[config.mk]
export PLATFORM = sky130hd
export DESIGN_NAME = rre_exec
export DESIGN_NICKNAME = d
export VERILOG_FILES = /design/src/core/rre_pkg.sv /design/src/core/rre_stack.sv /design/src/core/rre_exec.sv
export SDC_FILE = /design/constraint.sdc
export NUM_CORES = 1
export LEC_CHECK = 0
export ABC_AREA = 1
export BUFFER_PORTS_ARGS = -buffer_cell sky130_fd_sc_hd__buf_2
export CAP_MARGIN = 20
export CORE_UTILIZATION = 35
export CTS_BUF_LIST = sky130_fd_sc_hd__clkbuf_4 sky130_fd_sc_hd__clkbuf_8 sky130_fd_sc_hd__clkbuf_16
export DETAILED_ROUTE_END_ITERATION = 10
export PLACE_DENSITY_LB_ADDON = 0.3
export REMOVE_ABC_BUFFERS = 1
export SYNTH_ARGS = -nofsm -noshare
export SYNTH_HDL_FRONTEND = slang
export SYNTH_SLANG_ARGS = --single-unit
[constraint.sdc]
create_clock -name clk -period 7.2 [get_ports clk]
set_clock_uncertainty 0.1 [all_clocks]
set_input_delay 1.08 -clock clk [delete_from_list [all_inputs] [get_ports clk]]
set_output_delay 1.08 -clock clk [all_outputs]
set_load 0.05 [all_outputs]
[src/core/rre_pkg.sv]
package rre_pkg;
  localparam int PC_W     = 13;
  localparam int DATA_W   = 8;
  localparam int ADDR_W   = 8;
  localparam int STACK_D  = 8;
  localparam int SP_W     = 4;
  localparam int ROT_STEP = 1;
  localparam logic [PC_W-1:0] IRQ_VECTOR = 13'h0004;
  localparam logic [PC_W-1:0] PC_RESET   = 13'h0000;
  localparam logic [DATA_W-1:0] ACC_RESET = 8'h00;
  localparam logic [SP_W-1:0]   SP_RESET  = 4'h0;

  typedef enum logic [2:0] {
    RRE_OP_NONE      = 3'h0,
    RRE_OP_RET       = 3'h1,
    RRE_OP_RET_IMM   = 3'h2,
    RRE_OP_INTERRUPT_EXIT      = 3'h3,
    RRE_OP_ROT_MEM   = 3'h4,
    RRE_OP_ROT_ACC   = 3'h5
  } rre_op_t;

  typedef enum logic [1:0] {
    RRE_ST_IDLE  = 2'b00,
    RRE_ST_READ  = 2'b01,
    RRE_ST_WRITE = 2'b11
  } rre_state_t;
endpackage : rre_pkg

[src/core/rre_stack.sv]
`timescale 1ns/10ps
module rre_stack
  import rre_pkg::*;
#(
  parameter int DEPTH = STACK_D
) (
  // clocking
  input  wire logic            clk,
  input  wire logic            rst_n,
  input  wire logic            ce,
  // control
  input  wire logic            push,
  input  wire logic [PC_W-1:0] push_pc,
  input  wire logic            pop,
  // status
  output logic      [PC_W-1:0] top_pc,
  output logic      [SP_W-1:0] sp
);
  logic [PC_W-1:0] mem_q [DEPTH];
  logic [SP_W-1:0] sp_q;

  always_ff @(posedge clk) begin
    if (!rst_n) begin
      sp_q <= SP_RESET;
    end else if (ce) begin
      if (pop && sp_q != SP_RESET) begin
        sp_q <= sp_q - SP_W'(1);
      end else if (push && sp_q != SP_W'(DEPTH)) begin
        sp_q <= sp_q + SP_W'(1);
      end
    end
  end

  always_ff @(posedge clk) begin
    if (ce && push && !pop && sp_q != SP_W'(DEPTH)) begin
      mem_q[sp_q[SP_W-2:0]] <= push_pc;
    end
  end

  assign top_pc = (sp_q == SP_RESET) ? PC_RESET : mem_q[3'(sp_q - SP_W'(1))];
  assign sp     = sp_q;
endmodule : rre_stack

[src/core/rre_exec.sv]
`timescale 1ns/10ps
module rre_exec
  import rre_pkg::*;
(
  // clocking
  input  wire logic              clk,
  input  wire logic              rst_n,
  input  wire logic              ce,
  // instruction issue
  input  wire logic              issue,
  input  wire rre_op_t           op,
  input  wire logic [DATA_W-1:0] imm,
  input  wire logic [ADDR_W-1:0] mem_addr,
  input  wire logic [PC_W-1:0]   call_pc,
  input  wire logic              call,
  input  wire logic              irq_pending,
  output logic                   busy,
  output logic                   done,
  // data memory port
  output logic      [ADDR_W-1:0] dm_addr,
  output logic                   dm_rd,
  output logic                   dm_wr,
  output logic      [DATA_W-1:0] dm_wdata,
  input  wire logic [DATA_W-1:0] dm_rdata,
  // core state
  output logic      [PC_W-1:0]   pc,
  output logic      [DATA_W-1:0] acc,
  output logic                   global_irq_enable,
  output logic      [SP_W-1:0]   stack_ptr
);
  rre_state_t        state_q;
  rre_op_t           op_q;
  logic [ADDR_W-1:0] addr_q;
  logic [DATA_W-1:0] wdata_q;
  logic [PC_W-1:0]   pc_q;
  logic [DATA_W-1:0] acc_q;
  logic              gie_q;
  logic              done_q;
  logic [PC_W-1:0]   top_pc;
  logic              is_ret;
  logic              take_irq;

  function automatic logic [DATA_W-1:0] rot_left(input logic [DATA_W-1:0] v);
    return {v[DATA_W-1-ROT_STEP:0], v[DATA_W-1:DATA_W-ROT_STEP]};
  endfunction : rot_left

  // return opcodes finish in the issue cycle
  function automatic logic ret_op(input rre_op_t o);
    return o == RRE_OP_RET || o == RRE_OP_RET_IMM || o == RRE_OP_INTERRUPT_EXIT;
  endfunction : ret_op

  // rotate opcodes pass through the read state
  function automatic logic rot_op(input rre_op_t o);
    return o == RRE_OP_ROT_MEM || o == RRE_OP_ROT_ACC;
  endfunction : rot_op

  assign is_ret   = issue && state_q == RRE_ST_IDLE && ret_op(op);
  // an interrupt already waiting is taken straight after an interrupt exit return
  assign take_irq = is_ret && op == RRE_OP_INTERRUPT_EXIT && irq_pending;

  // a chained interrupt neither pops nor pushes: the entry stays for the handler
  rre_stack u_stack (
    .clk     (clk),
    .rst_n   (rst_n),
    .ce      (ce),
    .push    (call && !is_ret),
    .push_pc (call_pc),
    .pop     (is_ret && !take_irq),
    .top_pc  (top_pc),
    .sp      (stack_ptr)
  );

  always_ff @(posedge clk) begin
    if (!rst_n) begin
      state_q <= RRE_ST_IDLE;
      op_q    <= RRE_OP_NONE;
      addr_q  <= '0;
    end else if (ce) begin
      case (state_q)
        RRE_ST_IDLE: begin
          if (issue && rot_op(op)) begin
            state_q <= RRE_ST_READ;
            op_q    <= op;
            addr_q  <= mem_addr;
          end
        end
        RRE_ST_READ: begin
          state_q <= (op_q == RRE_OP_ROT_MEM) ? RRE_ST_WRITE : RRE_ST_IDLE;
        end
        RRE_ST_WRITE: begin
          state_q <= RRE_ST_IDLE;
        end
        default: state_q <= RRE_ST_IDLE;
      endcase
    end
  end

  always_ff @(posedge clk) begin
    if (!rst_n) begin
      wdata_q <= '0;
    end else if (ce && state_q == RRE_ST_READ) begin
      wdata_q <= rot_left(dm_rdata);
    end
  end

  always_ff @(posedge clk) begin
    if (!rst_n) begin
      pc_q <= PC_RESET;
    end else if (ce && is_ret) begin
      // stack entry is kept for the handler when an interrupt is chained
      pc_q <= take_irq ? IRQ_VECTOR : top_pc;
    end
  end

  always_ff @(posedge clk) begin
    if (!rst_n) begin
      acc_q <= ACC_RESET;
    end else if (ce) begin
      if (is_ret && op == RRE_OP_RET_IMM) begin
        acc_q <= imm;
      end else if (state_q == RRE_ST_READ && op_q == RRE_OP_ROT_ACC) begin
        acc_q <= rot_left(dm_rdata);
      end
    end
  end

  always_ff @(posedge clk) begin
    if (!rst_n) begin
      gie_q <= 1'b0;
    end else if (ce && is_ret && op == RRE_OP_INTERRUPT_EXIT) begin
      // handler entry clears enable again when chaining
      gie_q <= !take_irq;
    end
  end

  always_ff @(posedge clk) begin
    if (!rst_n) begin
      done_q <= 1'b0;
    end else if (ce) begin
      done_q <= is_ret || (state_q == RRE_ST_READ && op_q == RRE_OP_ROT_ACC)
                || state_q == RRE_ST_WRITE;
    end
  end

  assign busy              = state_q != RRE_ST_IDLE;
  assign done              = done_q;
  assign dm_addr           = addr_q;
  assign dm_rd             = state_q == RRE_ST_READ;
  assign dm_wr             = state_q == RRE_ST_WRITE && op_q == RRE_OP_ROT_MEM;
  assign dm_wdata          = wdata_q;
  assign pc                = pc_q;
  assign acc               = acc_q;
  assign global_irq_enable = gie_q;

  AST_RET_PC: assert property (@(posedge clk) disable iff (!rst_n)
    ce && is_ret && op == RRE_OP_RET |=> pc == $past(top_pc))
    else $error("return did not reload pc");
  AST_RET_IMM: assert property (@(posedge clk) disable iff (!rst_n)
    ce && is_ret && op == RRE_OP_RET_IMM |=> acc == $past(imm))
    else $error("immediate not loaded");
  AST_INTERRUPT_EXIT_GIE: assert property (@(posedge clk) disable iff (!rst_n)
    ce && is_ret && op == RRE_OP_INTERRUPT_EXIT && !irq_pending |=> global_irq_enable)
    else $error("enable not set");
  AST_INTERRUPT_EXIT_IRQ: assert property (@(posedge clk) disable iff (!rst_n)
    ce && take_irq |=> pc == IRQ_VECTOR && stack_ptr == $past(stack_ptr))
    else $error("pending interrupt not vectored");
  AST_ROT_MEM: assert property (@(posedge clk) disable iff (!rst_n)
    ce && state_q == RRE_ST_READ && op_q == RRE_OP_ROT_MEM
    |=> dm_wr && dm_wdata == rot_left($past(dm_rdata)))
    else $error("rotate write wrong");
  AST_ROT_ACC: assert property (@(posedge clk) disable iff (!rst_n)
    ce && state_q == RRE_ST_READ && op_q == RRE_OP_ROT_ACC
    |=> acc == {$past(dm_rdata[6:0]), $past(dm_rdata[7])} && !dm_wr)
    else $error("rotate to acc wrong");
  AST_POP_ONE: assert property (@(posedge clk) disable iff (!rst_n)
    ce && is_ret && !take_irq && stack_ptr != SP_RESET
    |=> stack_ptr == $past(stack_ptr) - SP_W'(1))
    else $error("pop count wrong");
  AST_NO_WR_IDLE: assert property (@(posedge clk) disable iff (!rst_n)
    state_q == RRE_ST_IDLE |-> !dm_wr && !dm_rd)
    else $error("stray memory access");
  AST_RET_KEEP: assert property (@(posedge clk) disable iff (!rst_n)
    ce && is_ret && op == RRE_OP_RET
    |=> acc == $past(acc) && global_irq_enable == $past(global_irq_enable))
    else $error("plain return changed acc or enable");
  AST_RET_DONE: assert property (@(posedge clk) disable iff (!rst_n)
    ce && is_ret
    |=> done)
    else $error("return not signalled done");
  AST_IMM_GIE: assert property (@(posedge clk) disable iff (!rst_n)
    ce && is_ret && op == RRE_OP_RET_IMM
    |=> global_irq_enable == $past(global_irq_enable) && pc == $past(top_pc))
    else $error("return with immediate changed enable or pc");
  AST_INTERRUPT_EXIT_PC: assert property (@(posedge clk) disable iff (!rst_n)
    ce && is_ret && op == RRE_OP_INTERRUPT_EXIT && !irq_pending
    |=> pc == $past(top_pc))
    else $error("interrupt return did not reload pc");
  AST_IRQ_GIE: assert property (@(posedge clk) disable iff (!rst_n)
    ce && take_irq
    |=> !global_irq_enable)
    else $error("enable set while entering chained handler");
  AST_ROT_SAME: assert property (@(posedge clk) disable iff (!rst_n)
    ce && dm_rd && op_q == RRE_OP_ROT_MEM
    |=> dm_wr && dm_addr == $past(dm_addr))
    else $error("rotate written to another location");
  AST_ROT_PC: assert property (@(posedge clk) disable iff (!rst_n)
    ce && busy
    |=> pc == $past(pc) && global_irq_enable == $past(global_irq_enable))
    else $error("rotate changed pc or enable");
  AST_ROT_KEEP_ACC: assert property (@(posedge clk) disable iff (!rst_n)
    ce && busy && op_q == RRE_OP_ROT_MEM
    |=> acc == $past(acc))
    else $error("memory rotate changed acc");
  AST_ROT_ACC_DONE: assert property (@(posedge clk) disable iff (!rst_n)
    ce && dm_rd && op_q == RRE_OP_ROT_ACC
    |=> done && !busy)
    else $error("rotate to acc did not finish");
  AST_PUSH_TOP: assert property (@(posedge clk) disable iff (!rst_n)
    ce && call && !is_ret && stack_ptr != SP_W'(STACK_D)
    |=> stack_ptr == $past(stack_ptr) + SP_W'(1) && top_pc == $past(call_pc))
    else $error("call did not push into the freed entry");
  // clock enable low holds every register
  AST_CE_HOLD: assert property (@(posedge clk) disable iff (!rst_n)
    !ce
    |=> pc == $past(pc) && acc == $past(acc) && stack_ptr == $past(stack_ptr)
        && busy == $past(busy) && global_irq_enable == $past(global_irq_enable))
    else $error("state moved with clock enable low");
endmodule : rre_exec

==> impl_metrics.csv, run 1 <==
group,metric,value,unit
power_and_ir_drop,p_leak,3.03,nW
power_and_ir_drop,power_frac_clock,40.9,%
setup_path,worst-path-max-fanout,60,
clock_network,numCtsBuffers,17,
power_and_ir_drop,p_seq_share,46.8,%
route,vias_per_cell,4.78,
synthesis,synth-xor-area-share,0.398,%
setup_path,cp.arrival,4.40,ns
die,die_x,136,um
clock_network,cts_setup_buffers,0,
route,wl_met2,6980,um
grt,track_usage,17.4,%
synthesis,ys_ff_latch,152,
sta,finalMaxSlewViolations,0,
power_and_ir_drop,p_switching,0.000535,W
sta,fin_setup_tns,0,ns
setup_path,cpMaxStageDelayCell,"ha_1",
power_and_ir_drop,ir_drop,277,uV
synthesis,synth_flop_cell,"edfxtp_1",
route,highest_layer,"met4",
sta,relSlewSlack,26.5,%
synthesis,synth.most_common_cell,"nor2_1",
clock_network,insertion_delay,0.43,ns
sta,fin_crit,4.17,ns
setup_path,crit_top_cell,"nand2_1",
sta,rsz0062_at_grt,"false",
setup_path,critical_path.max_stage_delay,0.80,ns
setup_path,start_kind,"register",
final_layout,syn_to_final_growth,20.2,%
placed_design,gp_congestion,0.814,
power_and_ir_drop,p_int,0.00151,W
clock_network,cts.sinks,152,
route,routed-wl-met3,1000,um
sta,worst_pin_slew,1.10,ns
setup_path,worstSetupEndpointType,"register",
clock_network,htreeDepth,4,
placed_design,hpwl,8740,um
clock_network,cts.repair.resized,0,
clock_network,ctsHoldBuffers,0,
synthesis,netlist_area,6280,sq um
die,pin_count,92,
final_layout,finish.utilization,43.4,%
final_layout,fin_nets,789,
synthesis,synth_compound_gate_area_share,8.85,%
placed_design,port_buffers,91,
clock_network,cts_tree,"built",
route,wl_met1,7140,um
power_and_ir_drop,p_per_area,271,nW/um^2
die,die_area,18500,sq um
synthesis,synth_edf_count,104,
synthesis,postSynthAreaPerCell,9.66,sq um
final_layout,nFillCells,1723,
placed_design,dp_slack,2.37,ns
synthesis,synth_top_area_share,49.7,%
final_layout,drive_gt1_share,20.2,%
synthesis,synth_cells,650,
setup_path,cp.required,7.42,ns
sta,layout_setup_ws,3.03,ns
synthesis,synth_top_family_by_area,"simple AND/OR/NAND/NOR gates",
synthesis,synth_area_leaders,"edfxtp_1, dfxtp_1, nor2_1, nand2_1, o21ai_0",
die,rows,48,
grt,grt-ovfl-total,0,
grt,antenna_found_initial,0,
die,fp.dieH,136,um
synthesis,synthMuxAreaShare,0,%
route,firstDrtPassIters,5,
grt,grt_pass1_wl,23900,um
route,routed_wl,15300,um
clock_network,cts_root_buf,"clkbuf_16",
placed_design,dpl.cell_count,946,
power_and_ir_drop,power_frac_comb,12.4,%
sta,max_freq,240,MHz
route,postRouteAntennaNets,0,
status,status,"finished clean",
sta,hold_viol,0,
die,start_util,36.1,%
synthesis,ys_seq_area_share,65.0,%
min_path,hold_class,"reg2reg",
final_layout,instances_no_fill,978,
synthesis,synthArstFlopShare,0,%
setup_path,crit_type,"reg2reg",
route,wl_per_cell,15.6,um
synthesis,synth_commonest_cells,"nor2_1, nand2_1, edfxtp_1",
synthesis,synthSimpleGateAreaFrac,21.7,%
final_layout,antennaDiodeCount,0,
power_and_ir_drop,p_sw_share,26.1,%
synthesis,ys_types,33,
clock_network,cts_buffer_depth,2,
die,core_area,17400,sq um
flow_run,maxCapViolCount,0,
synthesis,synth_top_cell_by_area,"edfxtp_1",
synthesis,ys_warn_count,0,
route,drc_errors,0,
route,vias,4678,
grt,grt_pass1_vias,4368,
route,drt_iter0_drc,296,
sta,fin_crit_sh,57.9,%
setup_path,path_cells,"buf_4 -> inv_2 -> ha_1 -> buf_16 -> clkinv_1 -> nor2_1 -> o21ai_0 -> nand2_1 -> nand2_1 -> nand2_1 -> nand2_1 -> a21oi_1",
synthesis,synthAdderAreaFrac,0.398,%
sta,setup_violations,0,
grt,grt_max_degree,61,
clock_network,clkTransAtPathRegs,0.06,ns
cell families (layout without fill, tap and decap cells):
group | after synthesis | after routing
simple gates | 335 | 335
flops | 152 | 152
buf+inv | 53 | 156
xor+xnor | 2 | 2
compound gates | 106 | 106
fa+ha+maj | 2 | 2
placed cells by master, fill, tap and decap left out, types with 3 or more instances in the layout:
cell type  count
nand2_1      139
clkbuf_16     17
nor2_1       155
a21oi_1       26
nor2_2         3
buf_2         91
nand3_1       22
inv_2          5
inv_1         15
clkinv_2       3
nor3_2         3
dfxtp_1       47
clkinv_1       5
o211ai_1       3
edfxtp_1     104
buf_4          8
o21ai_0       73
state kept, by name (all words and copies together), names as in the netlist, 2 cells and up:
register	flops
acc	8
u_stack.sp	4
dm_wdata	8
state_q	2
pc	13
u_stack.mem_q	104
op_q	3
dm_addr	8
stage by stage:
step | total power [W] | hold slack [ns] | cell area [sq um]
3_5_place_dp | 0.00122 | 0.353 | 6970
5_1_grt | 0.00213 | 0.383 | 7550
2_1_floorplan | 0.00114 | 0.351 | 6150
6_report | 0.00205 | 0.361 | 7550
3_3_place_gp | 0.00122 | 0.349 | 6970
4_1_cts | 0.00206 | 0.363 | 7520
worst paths after layout:
kind | startpoint | endpoint | slack [ns] | depth (start not counted)
min | dm_wdata[1] | dm_wdata[1] | 0.36 | 2
max reg2reg | u_stack.sp[0] | pc[9] | 3.03 | 12
max | u_stack.sp[0] | pc[9] | 3.03 | 12
min reg2reg | dm_wdata[1] | dm_wdata[1] | 0.36 | 2
layout make-up:
class                      instances  area, sq um  area share (%)
inverter                          25         96.3            1.28
sequential                       152         4090            54.1
clock inverter                    11         98.8            1.31
clock buffer                      20          454            6.01
multi-input combinational        445         1990            26.4
timing repair buffer             100          543            7.19
tap                              225          282            3.73
critical path: cells and delay by family, from the launching register on:
kind,cells,cell delay (ns)
buffers and inverters,4,1.98
AOI/OAI and AO/OA,2,0.24
adders and majority gates,1,0.80
DFF,1,0.31
and+or+nand+nor,5,0.60
per-layer routing:
metal / GRT usage, % / vias to the layer above
li1: - / 2369
met1: 23.0 / 2144
met2: 28.1 / 152
met3: 4.55 / 13
met4: 4.63 / 0
met5: 0 / -
power groups by stage:
stage | clock, W | combinational (W) | sequential (W)
after floorplan | 0 | 0.000131 | 0.00100
after global placement | 0 | 0.000245 | 0.000975
after detailed placement | 0 | 0.000246 | 0.000975
after CTS | 0.000853 | 0.000248 | 0.000957
after global routing | 0.000888 | 0.000284 | 0.000958
final | 0.000837 | 0.000253 | 0.000957
(Power assumes the default switching activity.)
==> run 2, diff against run 1 <==
- ABC_AREA: 1 -> 0
- clock period: 7.2 -> 3.9 ns (I/O delays scaled with it)
==> run 2 against run 1 <==
Hold slack got worse by 0.028 ns. Synthesized area shrank 3.0%. Power increased by 82%. Clock-buffer cell count fell by 2. First-iteration DRC count down 49%. Clock power is 95% higher. Register-to-register slack worse by 2.2 ns.
==> impl_metrics.csv, run 2 <==
group,metric,value,unit
synthesis,synth_top_area_share,51.3,%
power_and_ir_drop,p_leak,2.94,nW
grt,grt-ovfl-total,0,
synthesis,postSynthAreaPerCell,15.7,sq um
clock_network,insertion_delay,0.42,ns
min_path,hold_class,"in2reg",
clock_network,cts.sinks,152,
sta,setup_violations,0,
synthesis,synth.most_common_cell,"edfxtp_1",
setup_path,crit_type,"reg2reg",
die,fp.dieH,134,um
die,die_x,134,um
clock_network,htreeDepth,4,
route,wl_met1,5690,um
synthesis,synth_flop_cell,"edfxtp_1",
final_layout,antennaDiodeCount,0,
synthesis,netlist_area,6090,sq um
die,rows,47,
power_and_ir_drop,p_per_area,503,nW/um^2
clock_network,ctsHoldBuffers,0,
final_layout,seq_area,4090,sq um
setup_path,worstSetupEndpointType,"register",
final_layout,layout.cells.most_common,"edfxtp_1",
sta,relSlewSlack,48.2,%
final_layout,nFillCells,1474,
sta,fin_crit_sh,77.5,%
clock_network,cts_setup_buffers,0,
route,drc_errors,0,
route,firstDrtPassIters,4,
setup_path,critical_path.max_stage_delay,0.52,ns
route,vias_per_cell,5.01,
route,highest_layer,"met4",
sta,fin_crit,3.02,ns
sta,worst_pin_slew,0.777,ns
flow_run,maxCapViolCount,0,
route,drt_iter0_drc,150,
route,vias,3598,
sta,fin_setup_tns,0,ns
route,wl_per_cell,17.7,um
grt,grt_pass1_vias,3646,
clock_network,numCtsBuffers,17,
final_layout,drive_gt1_share,34.1,%
die,die_area,17900,sq um
clock_network,clkTransAtPathRegs,0.06,ns
clock_network,cts_buffer_depth,2,
setup_path,cp.required,3.92,ns
synthesis,ys_warn_count,0,
sta,rsz0062_at_grt,"false",
route,wl_met2,6120,um
die,pin_count,92,
placed_design,gp_congestion,0.765,
synthesis,synth_area_leaders,"edfxtp_1, dfxtp_1, mux4_2, mux2i_1, o2bb2ai_1",
die,start_util,36.3,%
route,routed_wl,12700,um
route,postRouteAntennaNets,0,
final_layout,instances_no_fill,718,
synthesis,synth_edf_count,104,
grt,antenna_found_initial,0,
sta,hold_viol,0,
placed_design,hpwl,8150,um
setup_path,worst-path-max-fanout,8,
synthesis,synthArstFlopShare,0,%
setup_path,path_cells,"inv_1 -> ha_1 -> and3b_1 -> a211oi_2 -> nand3_1 -> nor3_2 -> buf_4",
final_layout,final_cell_mix,"edfxtp_1, buf_2, dfxtp_1",
clock_network,cts_tree,"built",
route,routed-wl-met3,698,um
final_layout,largest_register_ffs,104,
placed_design,port_buffers,91,
synthesis,ys_ff_latch,152,
clock_network,cts.repair.resized,0,
synthesis,synth_cells,387,
synthesis,synth_top_cell_by_area,"edfxtp_1",
grt,grt_pass1_wl,20200,um
synthesis,ys_seq_area_share,67.1,%
setup_path,cpMaxStageDelayCell,"nor3_2",
placed_design,dpl.cell_count,687,
final_layout,multi_input_area,1910,sq um
clock_network,cts_root_buf,"clkbuf_16",
power_and_ir_drop,ir_drop,355,uV
final_layout,fin_nets,534,
grt,track_usage,15.2,%
sta,finalMaxSlewViolations,0,
grt,grt_max_degree,49,
die,core_area,16800,sq um
status,status,"finished clean",
final_layout,syn_to_final_growth,21.8,%
setup_path,cp.arrival,3.05,ns
setup_path,start_kind,"register",
synthesis,synth_commonest_cells,"edfxtp_1, dfxtp_1, mux2i_1",
sta,max_freq,331,MHz
synthesis,ys_types,41,
==> run 2: cell count changes after synthesis, moves of 22 or more <==
cell,change
o21ai_0,-66
a21oi_1,-22
mux4_2,+26
mux2i_1,+31
nor2_1,-151
nand2_1,-114
==> run 2: logic make-up (layout without fill, tap and decap cells) <==
kind of cell             Yosys count  after routing  share of synthesized area, %
XOR/XNOR                           3              3                         0.431
AND/OR/NAND/NOR                   96             96                          8.94
multiplexers                      57             57                          14.7
flip-flops                       152            152                          67.1
adder cells (fa/ha/maj)            2              2                         0.411
buffers and inverters             28            139                          1.95
AO/OA/AOI/OAI                     49             49                          6.51
==> run 2: per-layer routing <==
layer | up-vias | global-route usage (%)
met5 | - | 0
met4 | 0 | 6.19
met3 | 14 | 3.44
met2 | 115 | 25.3
met1 | 1786 | 19.1
li1 | 1683 | -
==> run 2: critical path: cells and delay by family, from the launching register on <==
kind,cells,cell delay [ns]
AOI/OAI and AO/OA,1,0.35
DFF,1,0.51
buffers and inverters,2,0.47
adders and majority gates,1,0.29
and+or+nand+nor,3,0.99
==> run 2: final timing paths <==
kind / cells past startpoint / slack, ns / startpoint / endpoint
max: 7 / 0.88 / u_stack.sp[1] / u_stack.mem_q[3][12]
min: 3 / 0.33 / mem_addr[5] / dm_addr[5]
max reg2reg: 7 / 0.88 / u_stack.sp[1] / u_stack.mem_q[3][12]
min reg2reg: 2 / 0.37 / dm_wdata[3] / dm_wdata[3]
==> run 2: area by class of cell <==
class	instances	area share, %
Sequential cell	152	55.0
Multi-Input combinational cell	207	25.8
Timing Repair Buffer	102	7.25
Clock buffer	18	5.83
Tap cell	220	3.71
Clock inverter	13	2.07
Inverter	6	0.303
==> run 2: power breakdown <==
group	switching [W]	internal, W
Sequential	0.0000118	0.00175
Clock	0.000623	0.00100
Combinational	0.000201	0.000146
==> run 2: per-stage QoR <==
step | total power [W] | cell area, sq um | util, % | setup slack, ns | hold WS (ns)
5_1_grt | 0.00386 | 7420 | 44.3 | 0.685 | 0.333
3_3_place_gp | 0.00214 | 6830 | 40.8 | 1.02 | 0.351
3_5_place_dp | 0.00215 | 6830 | 40.8 | 0.880 | 0.361
6_report | 0.00373 | 7420 | 44.3 | 0.876 | 0.333
4_1_cts | 0.00377 | 7420 | 44.3 | 0.859 | 0.324
2_1_floorplan | 0.00202 | 5990 | - | -0.648 | 0.349
==> run 3, diff against run 2 <==
- ABC_AREA: 0 -> 1
- clock period: 3.9 -> 2.6 ns (I/O delays scaled with it)
==> run 3 against run 2 <==
Wire length rose by 26%. Die area rose by 3.1%. Final cell count up 38%. Sequential power up 51%. Setup slack lost 0.42 ns. Critical path depth fell by 5. Critical path type is now reg2out. Largest power group unchanged.
==> impl_metrics.csv, run 3 (synthesis gave the netlist of run 1 again) <==
group,metric,value,unit
die,rows,48,
sta,worst_pin_slew,0.642,ns
die,die_x,136,um
die,pin_count,92,
route,drc_errors,0,
clock_network,cts_setup_buffers,0,
route,firstDrtPassIters,7,
die,fp.dieH,136,um
placed_design,hpwl,10300,um
sta,fin_crit,2.15,ns
final_layout,layout.cells.most_common,"nor2_1",
clock_network,cts_tree,"built",
setup_path,cp.required,2.11,ns
power_and_ir_drop,p_per_area,760,nW/um^2
setup_path,cp.arrival,1.66,ns
clock_network,clkTransAtPathRegs,0.06,ns
clock_network,numCtsBuffers,17,
final_layout,final_cell_mix,"nor2_1, nand2_1, edfxtp_1",
grt,antenna_found_initial,0,
setup_path,worst-path-max-fanout,56,
sta,fin_setup_tns,0,ns
clock_network,insertion_delay,0.42,ns
clock_network,cts.repair.resized,0,
setup_path,worstSetupEndpointType,"output port",
clock_network,cts.sinks,152,
sta,rsz0062_at_grt,"false",
clock_network,htreeDepth,4,
sta,relSlewSlack,57.2,%
sta,max_freq,465,MHz
final_layout,antennaDiodeCount,0,
route,postRouteAntennaNets,0,
die,die_area,18500,sq um
status,status,"finished clean",
clock_network,cts_root_buf,"clkbuf_16",
clock_network,cts_buffer_depth,2,
final_layout,largest_register_ffs,104,
placed_design,gp_congestion,0.799,
final_layout,instances_no_fill,990,
placed_design,port_buffers,91,
route,drt_iter0_drc,426,
power_and_ir_drop,p_leak,3.10,nW
min_path,hold_class,"in2reg",
route,wl_per_cell,16.2,um
sta,hold_viol,0,
grt,grt_pass1_vias,4505,
placed_design,dp_slack,0.429,ns
grt,track_usage,18.0,%
route,vias_per_cell,4.88,
setup_path,start_kind,"register",
final_layout,syn_to_final_growth,21.8,%
flow_run,maxCapViolCount,0,
grt,grt_max_degree,60,
die,start_util,36.1,%
route,routed_wl,16000,um
sta,fin_crit_sh,82.6,%
grt,grt-ovfl-total,0,
grt,grt_pass1_wl,24500,um
power_and_ir_drop,ir_drop,525,uV
die,core_area,17400,sq um
final_layout,fin_nets,801,
sta,finalMaxSlewViolations,0,
setup_path,crit_type,"reg2out",
placed_design,dpl.cell_count,959,
clock_network,ctsHoldBuffers,0,
sta,layout_setup_ws,0.452,ns
final_layout,drive_gt1_share,21.3,%
route,vias,4829,
sta,setup_violations,0,
==> run 3: changes by cell type in the layout (fill, tap and decap cells not counted), sizes merged, moves of 9 or more <==
cell,change
a21boi,-13
a21oi,+23
and2,-16
buf,+10
inv,+18
mux2i,-31
mux4,-26
nand2,+115
nand3,+12
nor2,+154
nor2b,-11
o211a,-9
o21ai,+66
o2bb2ai,-12
==> run 3: layout make-up <==
| type | count | area [sq um] |
|---|---|---|
| inverters | 25 | 96.3 |
| fillers | 1681 | 9770 |
| repair buffers | 112 | 613 |
| multi-input cells | 445 | 1990 |
| well taps | 225 | 282 |
| clock buffers | 18 | 439 |
| flip-flops and latches | 152 | 4090 |
| clock inverters | 13 | 144 |
==> run 3: routing by layer <==
metal,global-route usage (%),wire length (um),up-vias
met1,23.8,7360,2250
met5,0,0,-
met4,5.86,134,0
met3,4.96,1190,14
li1,-,-,2391
met2,28.3,7340,174
==> run 3: final timing paths <==
kind / end / startpoint / slack (ns) / cells past startpoint
worst max-delay path: stack_ptr[0] / u_stack.sp[0] / 0.45 / 2
worst min-delay path: dm_wdata[5] / dm_rdata[4] / 0.13 / 3
worst max register to register: u_stack.mem_q[6][6] / u_stack.sp[2] / 0.46 / 7
worst min register to register: dm_wdata[7] / dm_wdata[7] / 0.36 / 2
==> run 3: per-stage QoR <==
step / hold WS [ns] / instance area [sq um] / power [W] / util, %
final: 0.126 / 7650 / 0.00582 / 43.9
after global routing: 0.124 / 7650 / 0.00605 / 43.9
after CTS: 0.111 / 7650 / 0.00586 / 43.9
after detailed placement: 0.355 / 7070 / 0.00342 / 40.6
after global placement: 0.350 / 7070 / 0.00342 / 40.6
after floorplan: 0.351 / 6150 / 0.00314 / -
==> run 3: report_power, final <==
| part | internal [W] | switching [W] |
|---|---|---|
| clock network | 0.00144 | 0.000998 |
| logic | 0.000208 | 0.000518 |
| registers | 0.00263 | 0.0000196 |
==> run 3: critical path, cell delays in order, from the launching register on <==
cell and delay (ns):
dfxtp_2 0.33, buf_4 0.51, buf_2 0.38
